`src/sfwp_pkg.sv`:
```
// constants and types of the serial flash register write-protect block
package sfwp_pkg;

    // command opcodes seen on the serial input
    localparam logic [7:0] OP_WRITE_LATCH_SET = 8'h06;
    localparam logic [7:0] OP_WRITE_LATCH_CLR = 8'h04;
    localparam logic [7:0] OP_READ_STATUS = 8'h05;
    localparam logic [7:0] OP_READ_CONFIG = 8'h15;
    localparam logic [7:0] OP_WRITE_REGISTERS = 8'h01;

    // status register field positions
    localparam int SR_BUSY = 0;
    localparam int SR_LATCH = 1;
    localparam int SR_LEVEL_LO = 2;
    localparam int SR_LEVEL_HI = 5;
    localparam int SR_QUAD = 6;
    localparam int SR_LOCK = 7;

    // configuration register field position
    localparam int CR_ORIGIN = 3;

    // reset values of the stored bits
    localparam logic [3:0] LEVEL_RESET = 4'h0;
    localparam logic QUAD_RESET = 1'b0;
    localparam logic LOCK_RESET = 1'b0;
    localparam logic ORIGIN_RESET = 1'b0;

    // frame lengths in serial clock edges
    localparam logic [4:0] BITS_OPCODE = 5'h08;
    localparam logic [4:0] BITS_WRITE_ONE = 5'h10;
    localparam logic [4:0] BITS_WRITE_TWO = 5'h18;
    localparam logic [4:0] BITS_MAX = 5'h1F;

    // self-timed register write cycle
    localparam int CLK_PERIOD_NS = 100;
    localparam int WRITE_TIME_NS = 1000000;
    localparam int WRITE_CYCLES = (WRITE_TIME_NS + CLK_PERIOD_NS - 1) / CLK_PERIOD_NS;

    typedef enum logic [1:0] {
        ST_OPCODE = 2'b00,
        ST_ARGS = 2'b01,
        ST_READOUT = 2'b10
    } sfwp_cmd_state_t;

endpackage : sfwp_pkg

```
`src/sfwp_sync.sv`:
```
// two-flop synchroniser for pins from outside the clock domain
module sfwp_sync #(
    parameter int WIDTH = 1,
    parameter logic [WIDTH-1:0] RESET_VAL = '0
) (
    input wire logic clk,
    input wire logic rstn,
    input wire logic [WIDTH-1:0] d,
    output logic [WIDTH-1:0] q
);

    logic [WIDTH-1:0] stage1;

    if (WIDTH < 1) begin : gBadWidth
        $error("sfwp_sync: WIDTH must be at least 1");
    end

    always_ff @(posedge clk or negedge rstn) begin
        if (!rstn) begin
            stage1 <= RESET_VAL;
            q <= RESET_VAL;
        end else begin
            stage1 <= d;
            q <= stage1;
        end
    end

endmodule : sfwp_sync

```
`src/sfwp_core.sv`:
```
// register write and write-protect logic of a serial flash
// What this block does
// One-time orientation bit at configuration bit3: 0 top area, 1 bottom area.
// Orientation bit changes only through the register-write command.
// Configuration read accepted any time, even during a busy cycle.
// Configuration read drives the byte on the serial output; upper lines ignored.
// Host should poll the busy flag before new commands while busy.
// Register write updates level bits, quad enable and lock bit; a two-byte write also the configuration.
// Host sets the write latch before a register write.
// Shifted data never alters the write latch or busy flag directly.
// Register write refused in hardware-locked mode.
// Host frames a register write as opcode, data bytes, chip select high.
// Register write rejected unless chip select rises after 8 or 16 data bits.
// Self-timed write cycle starts at the chip select rise of a valid write.
// Busy reads 1 during the cycle; at its end busy and latch clear.
// Lock bit 0: latch settable and protect bits writable whatever the pin.
// Lock bit 1 and pin high: protect bits still writable after latch set.
// Lock bit 1, pin low and quad off: every register write rejected.
// Hardware lock whenever lock bit 1, pin low and quad off, in either order.
// Hardware lock lasts until the pin goes high; tied high means software only.
// Program and erase into the protected area are refused in both modes.
// Host keeps the write-guard pin high until the write cycle ends.
// Latch set by its command, cleared by program/erase end or protected refusal.
// Level bits stored, default 0 meaning nothing protected.
// Two-byte write: first byte status, second configuration, MSB first.
// Orientation bit once 1 stays 1.
module sfwp_core #(
    parameter int WRITE_CYCLES = sfwp_pkg::WRITE_CYCLES
) (
    input wire logic clk,
    input wire logic rstn,
    input wire logic chipSelectN,
    input wire logic serialClock,
    input wire logic serialIn,
    input wire logic writeGuardPinN,
    input wire logic arrayBusy,
    input wire logic eraseProgramReq,
    input wire logic eraseProgramProtected,
    input wire logic eraseProgramDone,
    output logic serialOut,
    output logic serialOutEn,
    output logic eraseProgramGo,
    output logic eraseProgramRefused,
    output logic [3:0] protectLevel,
    output logic areaOriginSelect,
    output logic quadIoEnable,
    output logic registerLockBit,
    output logic writeLatch,
    output logic busyFlag,
    output logic hardLockMode
);

    localparam int CW = $clog2(WRITE_CYCLES + 1);

    if (WRITE_CYCLES < 2) begin : gBadCycles
        $error("sfwp_core: WRITE_CYCLES must be at least 2");
    end

    // pins into the clock domain
    logic [3:0] pinSync;
    logic csS, sclkS, siS, wpS;
    logic csPrev, sclkPrev;

    sfwp_sync #(
        .WIDTH(4),
        .RESET_VAL(4'h9)
    ) uSync (
        .clk(clk),
        .rstn(rstn),
        .d({chipSelectN, serialClock, serialIn, writeGuardPinN}),
        .q(pinSync)
    );

    assign csS = pinSync[3];
    assign sclkS = pinSync[2];
    assign siS = pinSync[1];
    assign wpS = pinSync[0];

    wire csFall = csPrev && !csS;
    wire csRise = !csPrev && csS;
    wire sclkRise = !sclkPrev && sclkS && !csS;
    wire sclkFall = sclkPrev && !sclkS && !csS;

    // frame state
    sfwp_pkg::sfwp_cmd_state_t state, next_state;
    logic [4:0] bitCnt;
    logic [15:0] rxShift;
    logic [7:0] cmdOp;
    logic [7:0] txShift;
    logic [2:0] txCnt;

    // write cycle state
    logic wrBusy;
    logic [CW-1:0] wrCnt;
    logic [7:0] pendStatus;
    logic [7:0] pendConfig;
    logic pendTwo;

    wire [7:0] opByte = {rxShift[6:0], siS};
    wire opcodeDone = sclkRise && state == sfwp_pkg::ST_OPCODE && bitCnt == sfwp_pkg::BITS_OPCODE - 5'h01;
    wire opIsRead = opByte == sfwp_pkg::OP_READ_STATUS || opByte == sfwp_pkg::OP_READ_CONFIG;
    wire busyNow = wrBusy || arrayBusy;

    // quad mode disables the guard pin, so hardware lock needs quad off
    wire hardLockNow = registerLockBit && !wpS && !quadIoEnable;

    wire [7:0] statusByte = {registerLockBit, quadIoEnable, protectLevel, writeLatch, busyNow};
    wire [7:0] configByte = 8'(areaOriginSelect) << sfwp_pkg::CR_ORIGIN;
    wire [7:0] liveOp = opcodeDone ? opByte : cmdOp;
    wire [7:0] readByte = liveOp == sfwp_pkg::OP_READ_CONFIG ? configByte : statusByte;

    wire argsEnd = csRise && state == sfwp_pkg::ST_ARGS;
    wire lenValid = bitCnt == sfwp_pkg::BITS_WRITE_ONE || bitCnt == sfwp_pkg::BITS_WRITE_TWO;
    wire wrStart = argsEnd && cmdOp == sfwp_pkg::OP_WRITE_REGISTERS && lenValid && writeLatch
        && !busyNow && !hardLockNow;
    wire wrDone = wrBusy && wrCnt == CW'(1);
    wire latchSet = argsEnd && cmdOp == sfwp_pkg::OP_WRITE_LATCH_SET && bitCnt == sfwp_pkg::BITS_OPCODE
        && !busyNow;
    wire latchClrCmd = argsEnd && cmdOp == sfwp_pkg::OP_WRITE_LATCH_CLR && bitCnt == sfwp_pkg::BITS_OPCODE
        && !busyNow;
    wire peGrant = eraseProgramReq && writeLatch && !busyNow && !eraseProgramProtected;
    wire peRefuse = eraseProgramReq && eraseProgramProtected;
    wire latchClr = wrDone || eraseProgramDone || peRefuse || latchClrCmd;
    wire next_writeLatch = latchSet ? 1'b1 : (latchClr ? 1'b0 : writeLatch);

    // frame sequencing; reads go through even while busy
    always_comb begin
        next_state = state;
        unique case (state)
            sfwp_pkg::ST_OPCODE: begin
                if (opcodeDone) begin
                    next_state = opIsRead ? sfwp_pkg::ST_READOUT : sfwp_pkg::ST_ARGS;
                end
            end
            sfwp_pkg::ST_ARGS: begin
                next_state = sfwp_pkg::ST_ARGS;
            end
            sfwp_pkg::ST_READOUT: begin
                next_state = sfwp_pkg::ST_READOUT;
            end
            default: begin
                next_state = sfwp_pkg::ST_OPCODE;
            end
        endcase
        if (csFall || csS) begin
            next_state = sfwp_pkg::ST_OPCODE;
        end
    end

    always_ff @(posedge clk or negedge rstn) begin
        if (!rstn) begin
            csPrev <= 1'b1;
            sclkPrev <= 1'b0;
            state <= sfwp_pkg::ST_OPCODE;
        end else begin
            csPrev <= csS;
            sclkPrev <= sclkS;
            state <= next_state;
        end
    end

    // input shifter, MSB first
    always_ff @(posedge clk or negedge rstn) begin
        if (!rstn) begin
            bitCnt <= 5'h00;
            rxShift <= 16'h0000;
            cmdOp <= 8'h00;
        end else if (csFall) begin
            bitCnt <= 5'h00;
        end else if (sclkRise) begin
            rxShift <= {rxShift[14:0], siS};
            bitCnt <= bitCnt == sfwp_pkg::BITS_MAX ? bitCnt : bitCnt + 5'h01;
            if (opcodeDone) begin
                cmdOp <= opByte;
            end
        end
    end

    // output shifter; byte repeats while chip select stays low
    always_ff @(posedge clk or negedge rstn) begin
        if (!rstn) begin
            txShift <= 8'h00;
            txCnt <= 3'h0;
            serialOut <= 1'b0;
            serialOutEn <= 1'b0;
        end else begin
            serialOutEn <= !csS && state == sfwp_pkg::ST_READOUT;
            if (opcodeDone && opIsRead) begin
                txShift <= readByte;
                txCnt <= 3'h0;
            end else if (sclkFall && state == sfwp_pkg::ST_READOUT) begin
                serialOut <= txShift[7];
                txShift <= txCnt == 3'h7 ? readByte : {txShift[6:0], 1'b0};
                txCnt <= txCnt + 3'h1;
            end
        end
    end

    // self-timed register write cycle
    always_ff @(posedge clk or negedge rstn) begin
        if (!rstn) begin
            wrBusy <= 1'b0;
            wrCnt <= '0;
            pendStatus <= 8'h00;
            pendConfig <= 8'h00;
            pendTwo <= 1'b0;
        end else if (wrStart) begin
            wrBusy <= 1'b1;
            wrCnt <= CW'(WRITE_CYCLES);
            pendTwo <= bitCnt == sfwp_pkg::BITS_WRITE_TWO;
            pendStatus <= bitCnt == sfwp_pkg::BITS_WRITE_TWO ? rxShift[15:8] : rxShift[7:0];
            pendConfig <= rxShift[7:0];
        end else if (wrBusy) begin
            wrCnt <= wrCnt - CW'(1);
            if (wrDone) begin
                wrBusy <= 1'b0;
            end
        end
    end

    // stored register bits; the latch and busy positions of the data are dropped
    always_ff @(posedge clk or negedge rstn) begin
        if (!rstn) begin
            protectLevel <= sfwp_pkg::LEVEL_RESET;
            quadIoEnable <= sfwp_pkg::QUAD_RESET;
            registerLockBit <= sfwp_pkg::LOCK_RESET;
            areaOriginSelect <= sfwp_pkg::ORIGIN_RESET;
        end else if (wrDone) begin
            protectLevel <= pendStatus[sfwp_pkg::SR_LEVEL_HI:sfwp_pkg::SR_LEVEL_LO];
            quadIoEnable <= pendStatus[sfwp_pkg::SR_QUAD];
            registerLockBit <= pendStatus[sfwp_pkg::SR_LOCK];
            if (pendTwo) begin
                areaOriginSelect <= areaOriginSelect | pendConfig[sfwp_pkg::CR_ORIGIN];
            end
        end
    end

    always_ff @(posedge clk or negedge rstn) begin
        if (!rstn) begin
            writeLatch <= 1'b0;
            busyFlag <= 1'b0;
            hardLockMode <= 1'b0;
            eraseProgramGo <= 1'b0;
            eraseProgramRefused <= 1'b0;
        end else begin
            writeLatch <= next_writeLatch;
            busyFlag <= wrStart || (wrBusy && !wrDone) || arrayBusy;
            hardLockMode <= hardLockNow;
            eraseProgramGo <= peGrant;
            eraseProgramRefused <= peRefuse;
        end
    end
endmodule : sfwp_core

```
`config.mk`:
```
export PLATFORM = sky130hd
export DESIGN_NAME = sfwp_core
export DESIGN_NICKNAME = d
export VERILOG_FILES = /design/src/sfwp_pkg.sv /design/src/sfwp_sync.sv /design/src/sfwp_core.sv
export SDC_FILE = /design/constraint.sdc
export NUM_CORES = 1
export LEC_CHECK = 0
export BUFFER_PORTS_ARGS = -buffer_cell sky130_fd_sc_hd__buf_2
export CORE_ASPECT_RATIO = 1.1
export CORE_UTILIZATION = 30
export CTS_BUF_LIST = sky130_fd_sc_hd__clkbuf_8
export CTS_CLUSTER_DIAMETER = 200
export DETAILED_ROUTE_END_ITERATION = 7
export GPL_TIMING_DRIVEN = 0
export HOLD_SLACK_MARGIN = 0.03
export PLACE_DENSITY_LB_ADDON = 0.2
export SYNTH_ARGS = -nofsm -noshare
export SYNTH_HDL_FRONTEND = slang
export SYNTH_HIERARCHICAL = 1
export SYNTH_SLANG_ARGS = --single-unit
```
`constraint.sdc`:
```
create_clock -name clk -period 3.94 [get_ports clk]
set_input_delay 0.197 -clock clk [delete_from_list [all_inputs] [get_ports clk]]
set_output_delay 0.197 -clock clk [all_outputs]
set_load 0.01 [all_outputs]
```
==> Implementation_results.wiki <==
{| class="wikitable"
! Metric !! Value
|-
| Worst Setup End Kind || flop
|-
| Number of clock sinks || 89
|-
| Antenna cell count || 0
|-
| Sort of element at the start of the critical path || flop
|-
| Final TNS setup || 0 ns
|-
| Final Worst Setup Slack || 1.60 ns
|-
| Maximum number of pins on one net before global-route repair || 63
|-
| Fill count || 1,254
|-
| Largest buffer count on any clock path || 2
|-
| Fraction of power consumed by the clock network || 38.3%
|-
| Input/output buffers || 23
|-
| Synthesized area || 0.00394 mm^2
|-
| Critical Path Fanout Max || 10
|-
| Seq cells post-synth || 89
|-
| Final Skew || 0.0107 ns
|-
| Crit path required time || 4.19 ns
|-
| Total congestion overflow || 0
|-
| Internal Power || 1.33 mW
|-
| Leak || 2.04 nW
|-
| MaxCap Viol Count || 0
|-
| All-layer global routing usage || 13.2%
|-
| Die width || 111 um
|-
| Clk slew on worst S/H paths || 0.08 ns
|-
| Switching Share || 24.1%
|-
| Violated checks || design-rule violations
|-
| Worst hold margin || 0.0689 ns
|-
| Count of unresolved DRC violations after routing || 2
|-
| Clk root buf || clkbuf_8
|-
| Ports || 24
|-
| H-tree level count || 3
|-
| Wire length per cell || 15.1 um
|-
| Layout overhead on the synthesized area || 15.6%
|-
| Most frequently used flop master after synthesis || dfrtp_1
|-
| Total wire length || 7.94 mm
|-
| HPWL Detailed || 5.64 mm
|-
| WS Path Type || flop to flop
|-
| Outcome || finished, violations left
|-
| Via Count || 2,527
|-
| Dpl ws || 1.55 ns
|-
| Number of gates given a new drive strength after cts || 0
|-
| Share of flip-flops with an asynchronous set or reset || 100%
|-
| Number of DRC violations after detailed-routing iteration 0 || 162
|-
| Final Total Pwr || 1.76 mW
|-
| Buffer count from post-CTS setup fixing || 0
|-
| Final net count || 380
|-
| Tightest Pin Transition || 0.614 ns
|-
| Detailed-router iteration count before antenna repair || 6
|-
| Clock Latency Late Sink || 0.37 ns
|-
| Wire length of the first global-routing pass || 13.8 mm
|-
| Cts-stage hold buffer count || 6
|-
| Total number of yosys warnings || 6
|-
| PD cells || 385 mW/mm^2
|-
| Maximum VDD drop || 122 uV
|-
| Synthesized Nets || 339
|-
| Slew HR || 58.7%
|-
| Final Max Slew Viols || 0
|-
| Worst hold-check path type || primary input to flop
|-
| Number of antenna violations at the first check in global routing || 0
|-
| Arrival time of the worst setup path || 2.58 ns
|-
| Portion of the clock cycle consumed by the worst path in the final layout || 59.3%
|-
| Residual antenna-violating net count after detailed routing || 0
|-
| Portion of the post-synthesis area used by sequential elements || 56.6%
|-
| Fraction of final layout cells sized beyond drive strength 1 || 29.1%
|-
| Die area || 0.0136 mm^2
|-
| Comb power frac || 6.1%
|-
| Final core utilization || 35.9%
|-
| Global placer's final weighted congestion || 0.763
|-
| Via density per instance || 4.81
|-
| Net Switching || 0.423 mW
|-
| CTS Buf Count || 9
|-
| Initial Util || 31.1%
|-
| Register share of total power || 55.7%
|-
| Unrepaired setup endpoints after global routing || false
|-
| Core Rows || 43
|-
| Number of global-route vias before repair || 2,666
|-
| Area inside the core boundary || 0.0127 mm^2
|-
| Count of final hold-check violations || 0
|-
| Post-synthesis cell type count || 59
|-
| Clock tree from TritonCTS || done
|-
| Overall die height || 122 um
|-
| Count of final setup violators || 0
|-
| Mean instance size in the synthesized netlist || 12.2 um^2
|-
| Final worst path period need || 2.34 ns
|-
| Syn Inst Count || 322
|-
| Post-synth EDFFs || 0
|-
| Fmax || 428 MHz
|}
[critical path, stage by stage, from the launching register on]
cell	delay, ns
dfrtp_1	0.43
inv_1	0.07
ha_1	0.16
nor4bb_1	0.42
nand4b_4	0.16
nor4b_2	0.37
buf_4	0.25
buf_2	0.26
a21oi_1	0.09
[power by group through the flow]
stage,clock [mW],sequential (mW),combinational [mW]
finish,0.672,0.978,0.107
global route,0.730,0.984,0.122
detailed placement,0,0.997,0.105
CTS,0.696,0.979,0.110
global placement,0,0.997,0.0990
floorplan,0,0.984,0.0590
[layer usage]
metal / part of all wire, % / wire length [um] / GRT usage, %
met4: 1.7 / 138 / 5.57
met5: 0 / 0 / 0
met3: 2.8 / 226 / 3.16
met2: 46 / 3660 / 20.8
met1: 49 / 3910 / 17.3
[flip-flops by register name, summed over array words and instances, names as in the netlist, 2 cells and up]
signal        cells
uSync/q           4
protectLevel      4
pendStatus        6
rxShift          16
bitCnt            5
txShift           8
wrCnt            14
uSync/stage1      4
txCnt             3
state             2
cmdOp             8
[cell type report]
type	instances	area, um^2	area share [%]
buffer	9	63.8	1.40
inverter	6	22.5	0.494
timing repair buffer	30	205	4.50
clock inverter	4	50.0	1.10
tap	157	196	4.31
multi-input combinational	218	1620	35.6
sequential	89	2230	49.0
clock buffer	12	165	3.62
[per-stage QoR]
| step | instance area, um^2 | cells |
|---|---|---|
| after global routing | 4560 | 525 |
| final | 4560 | 525 |
| after detailed placement | 4280 | 503 |
| after CTS | 4560 | 525 |
| after floorplan | 3940 | 322 |
| after global placement | 4250 | 502 |
[final timing paths]
check | slack, ns | start | endpoint | depth (start not counted)
worst min register to register | 0.35 | uSync/stage1[2]$_DFF_PN0_ | uSync/q[2]$_DFF_PN0_ | 0
max in group asynchronous | 2.95 | rstn | csPrev$_DFF_PN1_ | 3
worst max-delay path | 1.60 | bitCnt[0]$_DFFE_PN0P_ | pendStatus[6]$_DFFE_PN0P_ | 8
worst max register to register | 1.60 | bitCnt[0]$_DFFE_PN0P_ | pendStatus[6]$_DFFE_PN0P_ | 8
min in group asynchronous | 0.29 | rstn | wrCnt[5]$_DFFE_PN0P_ | 2
worst min-delay path | 0.07 | arrayBusy | busyFlag$_DFF_PN0_ | 2
[cells in the final DEF, fill, tap and decap left out, types with 3 or more instances in the layout]
| cell | count |
|---|---|
| mux2_2 | 30 |
| nand2_1 | 16 |
| a21oi_1 | 10 |
| ha_1 | 7 |
| nor3_1 | 5 |
| xnor2_1 | 5 |
| a22o_1 | 3 |
| xor2_1 | 8 |
| dfstp_2 | 5 |
| nand2b_1 | 4 |
| nor3b_1 | 3 |
| a31oi_1 | 6 |
| o21ai_0 | 18 |
| or3b_2 | 8 |
| nor2_1 | 32 |
| dlygate4sd3_1 | 6 |
| nor4_1 | 5 |
| mux2i_1 | 7 |
| nand4_1 | 3 |
| inv_1 | 6 |
| nand3b_1 | 4 |
| buf_2 | 24 |
| buf_4 | 4 |
| nand3_1 | 3 |
| clkbuf_8 | 12 |
| dfrtp_1 | 84 |
[cells in the mapped netlist, types with 5 or more instances]
master / number / area (um^2)
mux2_2: 30 / 338
nand2_1: 16 / 60.1
xor2_1: 8 / 70.1
nor4_1: 5 / 31.3
nor2_1: 32 / 120
dfstp_2: 5 / 131
xnor2_1: 5 / 43.8
ha_1: 7 / 87.6
nor3_1: 5 / 25.0
dfrtp_1: 84 / 2100
a21oi_1: 10 / 50.1
o21ai_0: 18 / 90.1
a31oi_1: 6 / 37.5
inv_1: 6 / 22.5
or3b_2: 8 / 70.1
mux2i_1: 7 / 70.1
[cells by family (layout without fill, tap and decap cells)]
logic type	count (synthesis)	after routing	synth area share (%)
XOR/XNOR	13	13	2.89
adder cells (fa/ha/maj)	7	7	2.22
AO/OA/AOI/OAI	47	47	7.40
multiplexers	38	38	10.9
flip-flops	89	89	56.6
AND/OR/NAND/NOR	113	113	17.7
buffers and inverters	15	61	2.19
Note: power is estimated with default switching activity, not from simulation.
